[src/rtl/dcl_pkg.sv]
// Notes on behaviour
// - enabled: data write starts conversion at once
// - disabled: data stored, enable write starts
// - control bit 0 enables or disables converter
// - control bit 6 turns pin buffer on
// - standby keep-running bit keeps block alive
// - standby without keep bit stops everything
// - standby exit restores converter, buffer if set
// - power-down always stops converter and buffer
// - internal paths fed while converter core is on
// - internal paths ignore pin buffer enable
// - data register holds eight-bit linear code
// - debug halt changes nothing
`default_nettype none
package dcl_pkg;
  localparam logic [31:0] DCL_CTRL_IDX     = 32'h0000_0000;
  localparam logic [31:0] DCL_CODE_IDX     = 32'h0000_0001;
  localparam int          DCL_ADDR_W       = 4;
  localparam logic [3:0]  DCL_CTRL_ADDR    = 4'h0;
  localparam logic [3:0]  DCL_CODE_ADDR    = 4'h4;
  localparam logic [3:0]  DCL_STAT_ADDR    = 4'h8;
  localparam int          DCL_EN_BIT       = 0;
  localparam int          DCL_PIN_BIT      = 6;
  localparam int          DCL_KEEP_BIT     = 7;
  localparam logic [7:0]  DCL_CTRL_MASK    = 8'hC1;
  localparam logic [7:0]  DCL_CTRL_RST     = 8'h00;
  localparam logic [7:0]  DCL_CODE_RST     = 8'h00;
  localparam logic [31:0] DCL_UNMAPPED_RD  = 32'h0000_0000;
  typedef enum logic [1:0] {
    DCL_AWAKE,
    DCL_STANDBY,
    DCL_POWERDOWN
  } dcl_sleep_t;
endpackage : dcl_pkg
`default_nettype wire

[src/rtl/dcl_dac_control.sv]
`default_nettype none
module dcl_dac_control
  import dcl_pkg::*;
(
  input  wire logic                  i_clock,
  input  wire logic                  i_srst,
  input  wire logic [DCL_ADDR_W-1:0] i_avs_address,
  input  wire logic                  i_avs_read,
  input  wire logic                  i_avs_write,
  input  wire logic [31:0]           i_avs_writedata,
  input  wire logic [3:0]            i_avs_byteenable,
  output logic      [31:0]           o_avs_readdata,
  output logic                       o_avs_waitrequest,
  input  wire logic                  i_standby,
  input  wire logic                  i_powerdown,
  input  wire logic                  i_debug_halt,
  output logic      [7:0]            o_code,
  output logic                       o_convert_start,
  output logic                       o_core_on,
  output logic                       o_buffer_on,
  output logic                       o_internal_valid
);
  import dcl_pkg::*;

  logic                  wr_pulse;
  logic [DCL_ADDR_W-1:0] wr_addr;
  logic [7:0]            wr_data;
  logic [31:0]           rd_value;
  logic [7:0]            ctrl_reg;
  logic [7:0]            ctrl_next;
  logic [7:0]            code_reg;
  logic [7:0]            code_next;
  logic                  start_reg;
  logic                  start_next;
  logic                  core_on;
  logic                  buffer_on;
  logic                  restart;
  logic                  stand;
  logic                  pdown;
  logic                  sync1_reg;
  logic                  sync2_reg;
  logic                  pd1_reg;
  logic                  pd2_reg;

  dcl_avmm_slave u_bus (
    .i_clock       (i_clock),
    .i_srst        (i_srst),
    .i_address     (i_avs_address),
    .i_read        (i_avs_read),
    .i_write       (i_avs_write),
    .i_writedata   (i_avs_writedata),
    .i_byteenable  (i_avs_byteenable),
    .i_rd_value    (rd_value),
    .o_readdata    (o_avs_readdata),
    .o_waitrequest (o_avs_waitrequest),
    .o_wr_pulse    (wr_pulse),
    .o_wr_addr     (wr_addr),
    .o_wr_data     (wr_data)
  );

  // sleep requests come from the power manager pins
  always_ff @(posedge i_clock) begin
    if (i_srst) begin
      sync1_reg <= 1'b0;
      sync2_reg <= 1'b0;
      pd1_reg   <= 1'b0;
      pd2_reg   <= 1'b0;
    end else begin
      sync1_reg <= i_standby;
      sync2_reg <= sync1_reg;
      pd1_reg   <= i_powerdown;
      pd2_reg   <= pd1_reg;
    end
  end
  assign stand = sync2_reg;
  assign pdown = pd2_reg;

  dcl_power_gate u_gate (
    .i_clock     (i_clock),
    .i_srst      (i_srst),
    .i_enable    (ctrl_reg[DCL_EN_BIT]),
    .i_pin_on    (ctrl_reg[DCL_PIN_BIT]),
    .i_keep      (ctrl_reg[DCL_KEEP_BIT]),
    .i_standby   (stand),
    .i_powerdown (pdown),
    .o_core_on   (core_on),
    .o_buffer_on (buffer_on),
    .o_restart   (restart)
  );

  function automatic logic [31:0] dcl_read_mux(input logic [DCL_ADDR_W-1:0] a, input logic [7:0] c,
                                               input logic [7:0] d, input logic co, input logic bo);
    logic [31:0] v;
    v = DCL_UNMAPPED_RD;
    case (a)
      DCL_CTRL_ADDR: v = {24'h000000, c};
      DCL_CODE_ADDR: v = {24'h000000, d};
      DCL_STAT_ADDR: v = {30'h0000_0000, bo, co};
      default:       v = DCL_UNMAPPED_RD;
    endcase
    return v;
  endfunction : dcl_read_mux

  assign rd_value = dcl_read_mux(i_avs_address, ctrl_reg, code_reg, core_on, buffer_on);

  // debug halt is deliberately not an input to any next-state term
  always_comb begin
    ctrl_next  = ctrl_reg;
    code_next  = code_reg;
    start_next = 1'b0;
    if (wr_pulse && wr_addr == DCL_CTRL_ADDR) begin
      ctrl_next = wr_data & DCL_CTRL_MASK;
      if (wr_data[DCL_EN_BIT] && !ctrl_reg[DCL_EN_BIT]) begin
        start_next = !(pdown || (stand && !wr_data[DCL_KEEP_BIT]));
      end
    end
    if (wr_pulse && wr_addr == DCL_CODE_ADDR) begin
      code_next  = wr_data;
      start_next = core_on;
    end
    if (restart) begin
      start_next = 1'b1;
    end
  end

  always_ff @(posedge i_clock) begin
    if (i_srst) begin
      ctrl_reg  <= DCL_CTRL_RST;
      code_reg  <= DCL_CODE_RST;
      start_reg <= 1'b0;
    end else begin
      ctrl_reg  <= ctrl_next;
      code_reg  <= code_next;
      start_reg <= start_next;
    end
  end

  assign o_code           = code_reg;
  assign o_convert_start  = start_reg;
  assign o_core_on        = core_on;
  assign o_buffer_on      = buffer_on;
  assign o_internal_valid = core_on;
endmodule : dcl_dac_control
`default_nettype wire

[src/rtl/dcl_avmm_slave.sv]
`default_nettype none
module dcl_avmm_slave
  import dcl_pkg::*;
(
  input  wire logic                  i_clock,
  input  wire logic                  i_srst,
  input  wire logic [DCL_ADDR_W-1:0] i_address,
  input  wire logic                  i_read,
  input  wire logic                  i_write,
  input  wire logic [31:0]           i_writedata,
  input  wire logic [3:0]            i_byteenable,
  input  wire logic [31:0]           i_rd_value,
  output logic      [31:0]           o_readdata,
  output logic                       o_waitrequest,
  output logic                       o_wr_pulse,
  output logic      [DCL_ADDR_W-1:0] o_wr_addr,
  output logic      [7:0]            o_wr_data
);
  import dcl_pkg::*;
  // one wait cycle per access, answer on second edge
  logic        ack_reg;
  logic        ack_next;
  logic [31:0] rdata_reg;
  logic [31:0] rdata_next;
  always_comb begin
    ack_next   = (i_read || i_write) && !ack_reg;
    rdata_next = rdata_reg;
    if ((i_read || i_write) && !ack_reg) begin
      rdata_next = i_read ? i_rd_value : rdata_reg;
    end
  end
  always_ff @(posedge i_clock) begin
    if (i_srst) begin
      ack_reg   <= 1'b0;
      rdata_reg <= 32'h0000_0000;
    end else begin
      ack_reg   <= ack_next;
      rdata_reg <= rdata_next;
    end
  end
  assign o_waitrequest = (i_read || i_write) && !ack_reg;
  assign o_readdata    = rdata_reg;
  assign o_wr_pulse    = i_write && ack_reg && i_byteenable[0];
  assign o_wr_addr     = i_address;
  assign o_wr_data     = i_writedata[7:0];
endmodule : dcl_avmm_slave
`default_nettype wire

[src/rtl/dcl_power_gate.sv]
`default_nettype none
module dcl_power_gate
  import dcl_pkg::*;
(
  input  wire logic i_clock,
  input  wire logic i_srst,
  input  wire logic i_enable,
  input  wire logic i_pin_on,
  input  wire logic i_keep,
  input  wire logic i_standby,
  input  wire logic i_powerdown,
  output logic      o_core_on,
  output logic      o_buffer_on,
  output logic      o_restart
);
  import dcl_pkg::*;
  logic sleep_off;
  logic off_reg;
  logic off_next;
  assign sleep_off = i_powerdown || (i_standby && !i_keep);
  always_comb begin
    off_next = sleep_off;
  end
  always_ff @(posedge i_clock) begin
    if (i_srst) begin
      off_reg <= 1'b0;
    end else begin
      off_reg <= off_next;
    end
  end
  assign o_core_on   = i_enable && !sleep_off;
  assign o_buffer_on = i_enable && i_pin_on && !sleep_off;
  assign o_restart   = off_reg && !sleep_off && i_enable;
endmodule : dcl_power_gate
`default_nettype wire

[config.mk]
export PLATFORM = sky130hd
export DESIGN_NAME = dcl_dac_control
export DESIGN_NICKNAME = d
export VERILOG_FILES = /design/src/rtl/dcl_pkg.sv /design/src/rtl/dcl_dac_control.sv /design/src/rtl/dcl_avmm_slave.sv /design/src/rtl/dcl_power_gate.sv
export SDC_FILE = /design/constraint.sdc
export NUM_CORES = 1
export LEC_CHECK = 0
export ABC_AREA = 1
export BUFFER_PORTS_ARGS = -buffer_cell sky130_fd_sc_hd__buf_2
export CAP_MARGIN = 10
export CORE_MARGIN = 2
export CORE_UTILIZATION = 40
export DETAILED_ROUTE_END_ITERATION = 8
export PLACE_DENSITY_LB_ADDON = 0.12
export SYNTH_ARGS = -nofsm -noshare
export SYNTH_HDL_FRONTEND = slang
export SYNTH_SLANG_ARGS = --single-unit
[constraint.sdc]
create_clock -name i_clock -period 1.2 [get_ports i_clock]
set_input_delay 0.3 -clock i_clock [delete_from_list [all_inputs] [get_ports i_clock]]
set_output_delay 0.3 -clock i_clock [all_outputs]
set_load 0.02 [all_outputs]
== Word level (Yosys, flattened, before mapping) ==
Cells that the tools add are included.

* Bits in registers: 50
* Output and inout bits: 45
* Input bits: 47
* Word-level logic and storage cells: 41

* Reduce and logical (&&, ||, !) cells: 24
* Muxes and demuxes: 5
* Equality and inequality tests: 2

{| class="wikitable"
|+ Operator list
! cell !! count
|-
| $pmux W8 S3 || 1
|-
| $logic_and A1 B1 Y1 || 13
|-
| $logic_not A1 Y1 || 6
|-
| $eq A4 B3 Y1 const B || 1
|-
| $eq A4 B4 Y1 const B || 1
|-
| $logic_not A4 Y1 || 1
|-
| $mux W1 || 4
|-
| $logic_or A1 B1 Y1 || 3
|-
| $reduce_and A2 Y1 || 1
|}

== Logic depth before layout (Yosys ltp) ==
Gate-level depths: netlist of the first run.

* Depth after elaboration: 8
* Gate-level depth with buffers: 8
* Depth with buffers taken out: 8

== Modules after synthesis ==
Synthesis of the first run repeated with hierarchy kept, for this count alone.

* Cell total of the unflattened synthesis: 408
* Area, all modules: 2618.8 um^2

{| class="wikitable"
|+ By module, submodules not included
! module !! instances !! sequential area each (um^2) !! area each (um^2) !! cells an instance
|-
| dcl_avmm_slave || 1 || 660.6 || 1825.5 || 296
|-
| dcl_dac_control || 1 || 320.3 || 725.7 || 101
|-
| dcl_power_gate || 1 || 20.0 || 67.6 || 11
|}

== Least setup slack after synthesis of the first run ==
OpenSTA, ideal clock, no wires.

* Kind: register -> output
* Start point: register ctrl_reg[7]
* End point: output port o_internal_valid
* Path buffers: 1
* Stages on the path, launching flop included: 6
* Data arrival time: 1.052 ns
* Data required time: 0.900 ns
* Path slack: -0.152 ns
* Cell sequence: dfxtp_1 > inv_1 > nand2_1 > nand2_1 > nor2_1 > buf_4

* Cells in the longest elaborated chain, start to end: 5

{| class="wikitable"
|+ RTL lines
! what !! RTL line !! RTL
|-
| from (decl) || dcl_dac_control.sv:29 || <nowiki>logic [7:0] ctrl_reg;</nowiki>
|-
| from (signal assigned) || dcl_dac_control.sv:132 || <nowiki>ctrl_reg <= ctrl_next;</nowiki>
|-
| $logic_not A1 Y1 || dcl_power_gate.sv:20 || <nowiki>assign sleep_off = i_powerdown || (i_standby && !i_keep);</nowiki>
|-
| $logic_and A1 B1 Y1 || dcl_power_gate.sv:20 ||
|-
| $logic_or A1 B1 Y1 || dcl_power_gate.sv:20 ||
|-
| $logic_not A1 Y1 || dcl_power_gate.sv:31 || <nowiki>assign o_core_on = i_enable && !sleep_off;</nowiki>
|-
| $logic_and A1 B1 Y1 || dcl_power_gate.sv:31 ||
|-
| to (decl) || dcl_dac_control.sv:21 || <nowiki>output logic o_internal_valid</nowiki>
|}

No other way between the ends.

== Final worst setup path of the first run ==
* Start point: register ctrl_reg[7]
* End point: output port o_buffer_on

* Cells in the longest elaborated chain, start to end: 5

{| class="wikitable"
|+ RTL lines
! what !! RTL line !! RTL
|-
| $logic_not A1 Y1 || dcl_power_gate.sv:20 ||
|-
| $logic_and A1 B1 Y1 || dcl_power_gate.sv:20 ||
|-
| $logic_or A1 B1 Y1 || dcl_power_gate.sv:20 ||
|-
| $logic_not A1 Y1 || dcl_power_gate.sv:32 || <nowiki>assign o_buffer_on = i_enable && i_pin_on && !sleep_off;</nowiki>
|-
| $logic_and A1 B1 Y1 || dcl_power_gate.sv:32 ||
|-
| to (decl) || dcl_dac_control.sv:20 || <nowiki>output logic o_buffer_on,</nowiki>
|}

No other way between the ends.

==> results of run 1 <==
==> metal layers <==
| layer | GRT usage (%) | vias up | wire [um] |
|---|---|---|---|
| li1 | - | 582 | - |
| met1 | 19.6 | 507 | 1150 |
| met2 | 25.3 | 48 | 1270 |
| met3 | 3.03 | 4 | 145 |
| met4 | 5.71 | 0 | 30 |
| met5 | 0 | - | 0 |
==> per-stage QoR <==
step | worst slack, ns | hold WS, ns | power, mW | util, % | cells
3_3_place_gp | -0.0987 | 0.391 | 1.09 | 48.0 | 248
2_1_floorplan | 0.0415 | 0.388 | 1.09 | - | 198
5_1_grt | -0.274 | 0.141 | 1.76 | 53.3 | 258
6_report | -0.184 | 0.164 | 1.69 | 53.3 | 258
4_1_cts | -0.229 | 0.155 | 1.70 | 51.7 | 254
3_5_place_dp | -0.151 | 0.398 | 1.10 | 48.0 | 248
==> worst reg2reg max path, delay by kind of cell (launching register included) <==
family	cells	cell delay [ns]
AO/OA/AOI/OAI	2	0.23
buffers and inverters	1	0.11
flip-flops	1	0.39
AND/OR/NAND/NOR	2	0.30
==> power breakdown <==
part | switching, mW | internal, mW | total, mW | leakage [nW]
clock network | 0.255 | 0.338 | 0.592 | 0.0279
logic | 0.149 | 0.0633 | 0.213 | 0.580
registers | 0.00724 | 0.874 | 0.881 | 0.216
==> path summary, 6_finish.rpt <==
kind,end,slack (ns),cells past startpoint
max reg2reg,ctrl_reg[7]$_SDFFE_PP0P_,0.10,5
min reg2reg,pd2_reg$_SDFF_PP0_,0.41,2
max,o_buffer_on,-0.18,5
min,pd1_reg$_SDFF_PP0_,0.16,3
==> placed cells by master, fill, tap and decap left out, drive strengths merged <==
| cell type | Yosys | routed |
|---|---|---|
| inv | 20 | 20 |
| conb | 1 | 24 |
| buf | 25 | 51 |
| bufinv | 0 | 1 |
| o21ai | 11 | 11 |
| nor2 | 35 | 35 |
| a21oi | 11 | 11 |
| nand2 | 36 | 36 |
| dfxtp | 26 | 26 |
| nand4 | 1 | 1 |
| nand3 | 6 | 6 |
| clkbuf | 3 | 3 |
==> what timing repair did <==
action | in CTS | in global routing
setup endpoints to repair | 7 | 19
buffers inserted | 3 | 4
cloned | 0 | 0
resized for setup | 19 | 8
pin swaps | 3 | 4
==> kinds of logic (layout without fill, tap and decap cells) <==
kind of cell           count (synthesis)  count (layout)
AND/OR/NAND/NOR                       78              78
AO/OA/AOI/OAI                         22              22
other                                  1              24
buffers and inverters                 48              75
flip-flops                            26              26
==> final cells by class <==
class,count,area (sq um),area share (%)
Inverter,20,75.1,4.69
Timing Repair Buffer,51,328,20.5
Sequential cell,26,536,33.4
Clock inverter,1,30.0,1.87
Tap cell,33,41.3,2.58
Clock buffer,3,22.5,1.41
Multi-Input combinational cell,124,569,35.5
==> results.txt, run 1 <==
Maximum root-to-sink buffer count: 2
Number of detailed-route iterations in the first pass: 4
Clk Latency, worst-skew pair: 0.32 ns
Total number of H-tree levels: 1
Clock root buffer: clkbuf_4
Combinational family with the most area after synthesis: simple AND/OR/NAND/NOR gates
Worst Hold Class: input pin to flip-flop
Net total in the final layout: 273
Clock Pin Slew Worst Setup and Hold Paths: 0.14 ns
Dominant register cell in the synthesized netlist: dfxtp_1
YS warnings: 0
Detail Placement HPWL: 2.00 mm
CTS Hold Buffers Added: 0
Peak ir drop on the vdd network: 0.000731 V
Xor/xnor cell area share of the yosys netlist: 0%
Number of top-level pins: 92
Number of buffers created by CTS: 3
Proportion of netlist area held by the largest area contributor: 41.6%
Library cells used by synthesis: 17
Initial antenna violation count: 0
Mux share of post-synthesis cell area: 0%
Number of remaining DRC errors: 0
Critical Path Source Type: flip-flop
RSZ-0062 raised after global routing: true
FILL cells: 298
Number of nets with antenna violations after detailed routing: 0
Most repeated cell in the gate-level netlist after synthesis: nand2_1
Source of the worst hold timing path: i_powerdown
Sum Neg Setup Slack: -0.569 ns
Final hold violations: 0
Outcome: finished with violations
Period utilisation layout: 115%
Starting density of the core: 41.7%
Period minus WS final: 1.38 ns
Global-route congestion overflow total: 0
Post-Place Cell Area: 1440 sq um
Arr. time, crit path: 1.08 ns
Post-route setup slack: -0.184 ns
Synthesized area divided by synthesized cell count: 7.16 sq um
Total wirelength of the detailed-routed design: 2.59 mm
Count of buffering cells on the critical path with inverters included: 2
List of most frequent post-synthesis cells: 34 x nand2_1, 31 x nor2_1, 26 x dfxtp_1, 25 x buf_4, 17 x inv_1
Site row count: 20
Critical Path Max Stage Delay: 0.35 ns
Power Dens Cells: 1050 nW/um^2
Yosys reg bits: 26
Number of synthesized flops with an enable pin: 0
Worst reg2reg startpoint: u_bus.ack_reg$_SDFF_PP0_
Biggest fanout along the worst timing path: 3
Antenna cells: 0
Number of global-route vias before repair: 959
Fin area: 1600 sq um
Wire length of the first global-routing pass: 4.16 mm
Failing checks: negative setup slack
Post-synthesis cell area: 1250 sq um
Proportion of synthesized chip area in sequential cells: 41.6%
Library cell occupying the most area in the post-synthesis netlist: dfxtp_1
Die height: 60.0 um
WS Path Type: flip-flop to output pin
Cells after synthesis: 175
Final setup viols: 4
Clock sink count: 26
Violation count after the first detailed-routing iteration: 30
Share of final-layout standard cells stronger than drive strength 1: 36.0%
Critical Path Slowest Stage Cell: dfxtp_2
Routed wire per std cell: 10.1 um
Timing startpoint of the critical path: ctrl_reg[7]$_SDFFE_PP0P_
Via density per instance: 4.42
Die Wd: 60.0 um
Pin count of the biggest net entering global routing: 16
Global routing usage summed across all routing layers: 15.3%
CTS tree: done
Kind of cell with the highest combined delay on the critical path: flip-flops
Cell leakage power: 0.824 nW
Port-buffer cells: 39
Sort of element at the end of the critical path: output pin
Die outline area: 3590 sq um
Peak Freq: 722 MHz
Post-synth ARST share: 0%
Clock Skews: 0.00858 ns
Required time of the worst setup path: 0.90 ns
Area share of and/or/nand/nor cells after synthesis: 26.6%
Final Slew Violations: 0
Adder-cell share of the synthesized area: 0%
Chain of cells forming the critical path: inv_2, nand2_2, nand2_4, nor2_2, buf_6
Compound-cell area share of the yosys netlist: 9.69%
Core Region: 3000 sq um
Area added between synthesis and finish: 27.9%
Maximum capacitance violations: 0
Via Count: 1141
Synth top area cells: dfxtp_1 42%, buf_4 15%, nand2_1 10%, nor2_1 9.3%, inv_1 5.1%
Weighted congestion at the end of routability-driven global placement: 0.755
(Power assumes the default switching activity.)
==> run 2: changes to the inputs <==
--- a/config.mk
+++ b/config.mk
@@ -6,12 +6,13 @@
 export NUM_CORES = 1
 export LEC_CHECK = 0
 export ABC_AREA = 1
-export BUFFER_PORTS_ARGS = -buffer_cell sky130_fd_sc_hd__buf_2
 export CAP_MARGIN = 10
 export CORE_MARGIN = 2
-export CORE_UTILIZATION = 40
+export CORE_UTILIZATION = 44
 export DETAILED_ROUTE_END_ITERATION = 8
+export DONT_BUFFER_PORTS = 1
 export PLACE_DENSITY_LB_ADDON = 0.12
+export RECOVER_POWER = 100
 export SYNTH_ARGS = -nofsm -noshare
 export SYNTH_HDL_FRONTEND = slang
 export SYNTH_SLANG_ARGS = --single-unit
==> results.txt, run 2 (synthesized netlist as in run 1, its figures left out) <==
Outcome: finished with violations
Failing checks: negative setup slack
Peak ir drop on the vdd network: 0.000849 V
Required time of the worst setup path: 0.90 ns
WS Path Type: flip-flop to output pin
Core Region: 2730 sq um
Number of detailed-route iterations in the first pass: 4
Weighted congestion at the end of routability-driven global placement: 0.739
Global-route congestion overflow total: 0
Final hold violations: 0
Final setup viols: 7
Number of nets with antenna violations after detailed routing: 0
Biggest fanout along the worst timing path: 3
Worst Hold Class: input pin to flip-flop
Clock Pin Slew Worst Setup and Hold Paths: 0.14 ns
Via Count: 995
Via density per instance: 4.59
Violation count after the first detailed-routing iteration: 42
Number of remaining DRC errors: 0
Worst reg2reg startpoint: u_bus.ack_reg$_SDFF_PP0_
Number of global-route vias before repair: 908
Hold EP: u_bus.o_readdata[0]$_SDFFE_PP0P_
Starting density of the core: 45.8%
Combined area of the multi-input logic cells: 578 sq um
Final Slew Violations: 0
Site row count: 19
Global routing usage summed across all routing layers: 14.6%
Number of buffers created by CTS: 3
Share of final-layout standard cells stronger than drive strength 1: 17.2%
Number of cells on the worst reg-to-reg path: 5
Maximum capacitance violations: 0
Die Wd: 57.4 um
Area of all sequential standard cells: 523 sq um
CTS tree: done
Clock sink count: 26
Top library cells by usage in the layout, fill and taps aside: 32 x nand2_1, 29 x nor2_1, 24 x conb_1, 24 x dfxtp_1, 17 x inv_1
Source of the worst hold timing path: i_srst
Power Dens Cells: 1190 nW/um^2
Initial antenna violation count: 0
Critical Path Max Stage Delay: 0.35 ns
Hold Path Cell Cnt: 1
Die height: 57.4 um
Area added between synthesis and finish: 9.49%
Post-route setup slack: -0.177 ns
Sort of element at the end of the critical path: output pin
Worst setup slack for register-to-register paths: -0.01 ns
Clk Latency, worst-skew pair: 0.32 ns
Clock Skews: 0.0107 ns
Critical Path Source Type: flip-flop
Most common cell after layout, fill and taps aside: nand2_1
Maximum root-to-sink buffer count: 2
FILL cells: 274
Cell leakage power: 0.632 nW
RSZ-0062 raised after global routing: true
Die outline area: 3290 sq um
Total wirelength of the detailed-routed design: 2.31 mm
Pin count of the biggest net entering global routing: 17
Overall power consumption: 1.63 mW
Number of top-level pins: 92
Util after Layout: 50.2%
Net total in the final layout: 234
Critical Path Slowest Stage Cell: dfxtp_2
Period utilisation layout: 115%
Clock root buffer: clkbuf_4
Total number of H-tree levels: 1
Antenna cells: 0
Chain of cells forming the critical path: inv_2, nand2_2, nand2_4, nor2_4, buf_12
Worst r2r dst: ctrl_reg[7]$_SDFFE_PP0P_
CTS Hold Buffers Added: 0
Port-buffer cells: 0
Peak Freq: 726 MHz
Wire length of the first global-routing pass: 3.76 mm
Min Hold Slack: 0.0197 ns
Arr. time, crit path: 1.08 ns
Detail Placement HPWL: 1.83 mm
Period minus WS final: 1.38 ns
Routed wire per std cell: 10.6 um
run 2: cell count changes in the layout (fill, tap and decap cells not counted), moves of 2 or more:
cell	previous run	this run
buf_2	33	1
buf_4	13	7
buf_6	4	2
dfxtp_1	16	24
dfxtp_2	9	2
nor2_2	3	1
nor2_4	3	5
run 2: worst max-delay path: cells and delay by family, from the launching register on:
kind	cells	cell delay, ns
DFF	1	0.35
and+or+nand+nor	3	0.24
buffers and inverters	2	0.18
run 2: stage by stage:
stage	worst slack, ns	instances	TNS, ns	cell area, sq um
after floorplan	0.0415	198	0	1350
after global placement	-0.00381	210	-0.00381	1270
after detailed placement	-0.0361	210	-0.0361	1270
after CTS	-0.233	216	-0.725	1360
after global routing	-0.242	217	-1.69	1370
final	-0.177	217	-0.550	1370
run 2: per-layer routing:
layer / global-route usage, % / share of wire [%] / vias to the layer above
li1: - / - / 511
met1: 16.8 / 39 / 428
met2: 25.2 / 49 / 52
met3: 5.67 / 11 / 4
met4: 3.99 / 1.0 / 0
met5: 0 / 0 / -
run 2: timing repair:
item                                   4_1_cts  5_1_grt
endpoints found under the hold margin        0        0
pin swaps                                    3        4
buffers inserted                             3        1
gates resized for setup                     10        4
setup endpoints to repair                    4       13
run 2: power breakdown:
group | switching (mW) | internal [mW]
registers | 0.00781 | 0.876
clock network | 0.250 | 0.338
logic | 0.123 | 0.0322
total | 0.380 | 1.25
run 2: worst max-delay path by stage:
stage	from	endpoint	slack, ns	cells after the start
2_1_floorplan	ctrl_reg[7]$_SDFFE_PP0P_	u_bus.o_readdata[1]$_SDFFE_PP0P_	0.04	8
3_3_place_gp	i_avs_address[1]	ctrl_reg[7]$_SDFFE_PP0P_	-0.004	6
3_5_place_dp	i_avs_address[1]	ctrl_reg[7]$_SDFFE_PP0P_	-0.04	6
4_1_cts	ctrl_reg[7]$_SDFFE_PP0P_	o_internal_valid	-0.23	5
5_1_grt	ctrl_reg[7]$_SDFFE_PP0P_	o_internal_valid	-0.24	5
6_report	ctrl_reg[7]$_SDFFE_PP0P_	o_internal_valid	-0.18	5
run 2: area by class of cell:
type,count,area share [%]
Tap cell,31,2.83
Multi-Input combinational cell,124,42.2
Sequential cell,26,38.1
Timing Repair Buffer,12,7.57
Inverter,20,5.47
Clock buffer,3,1.64
Clock inverter,1,2.19
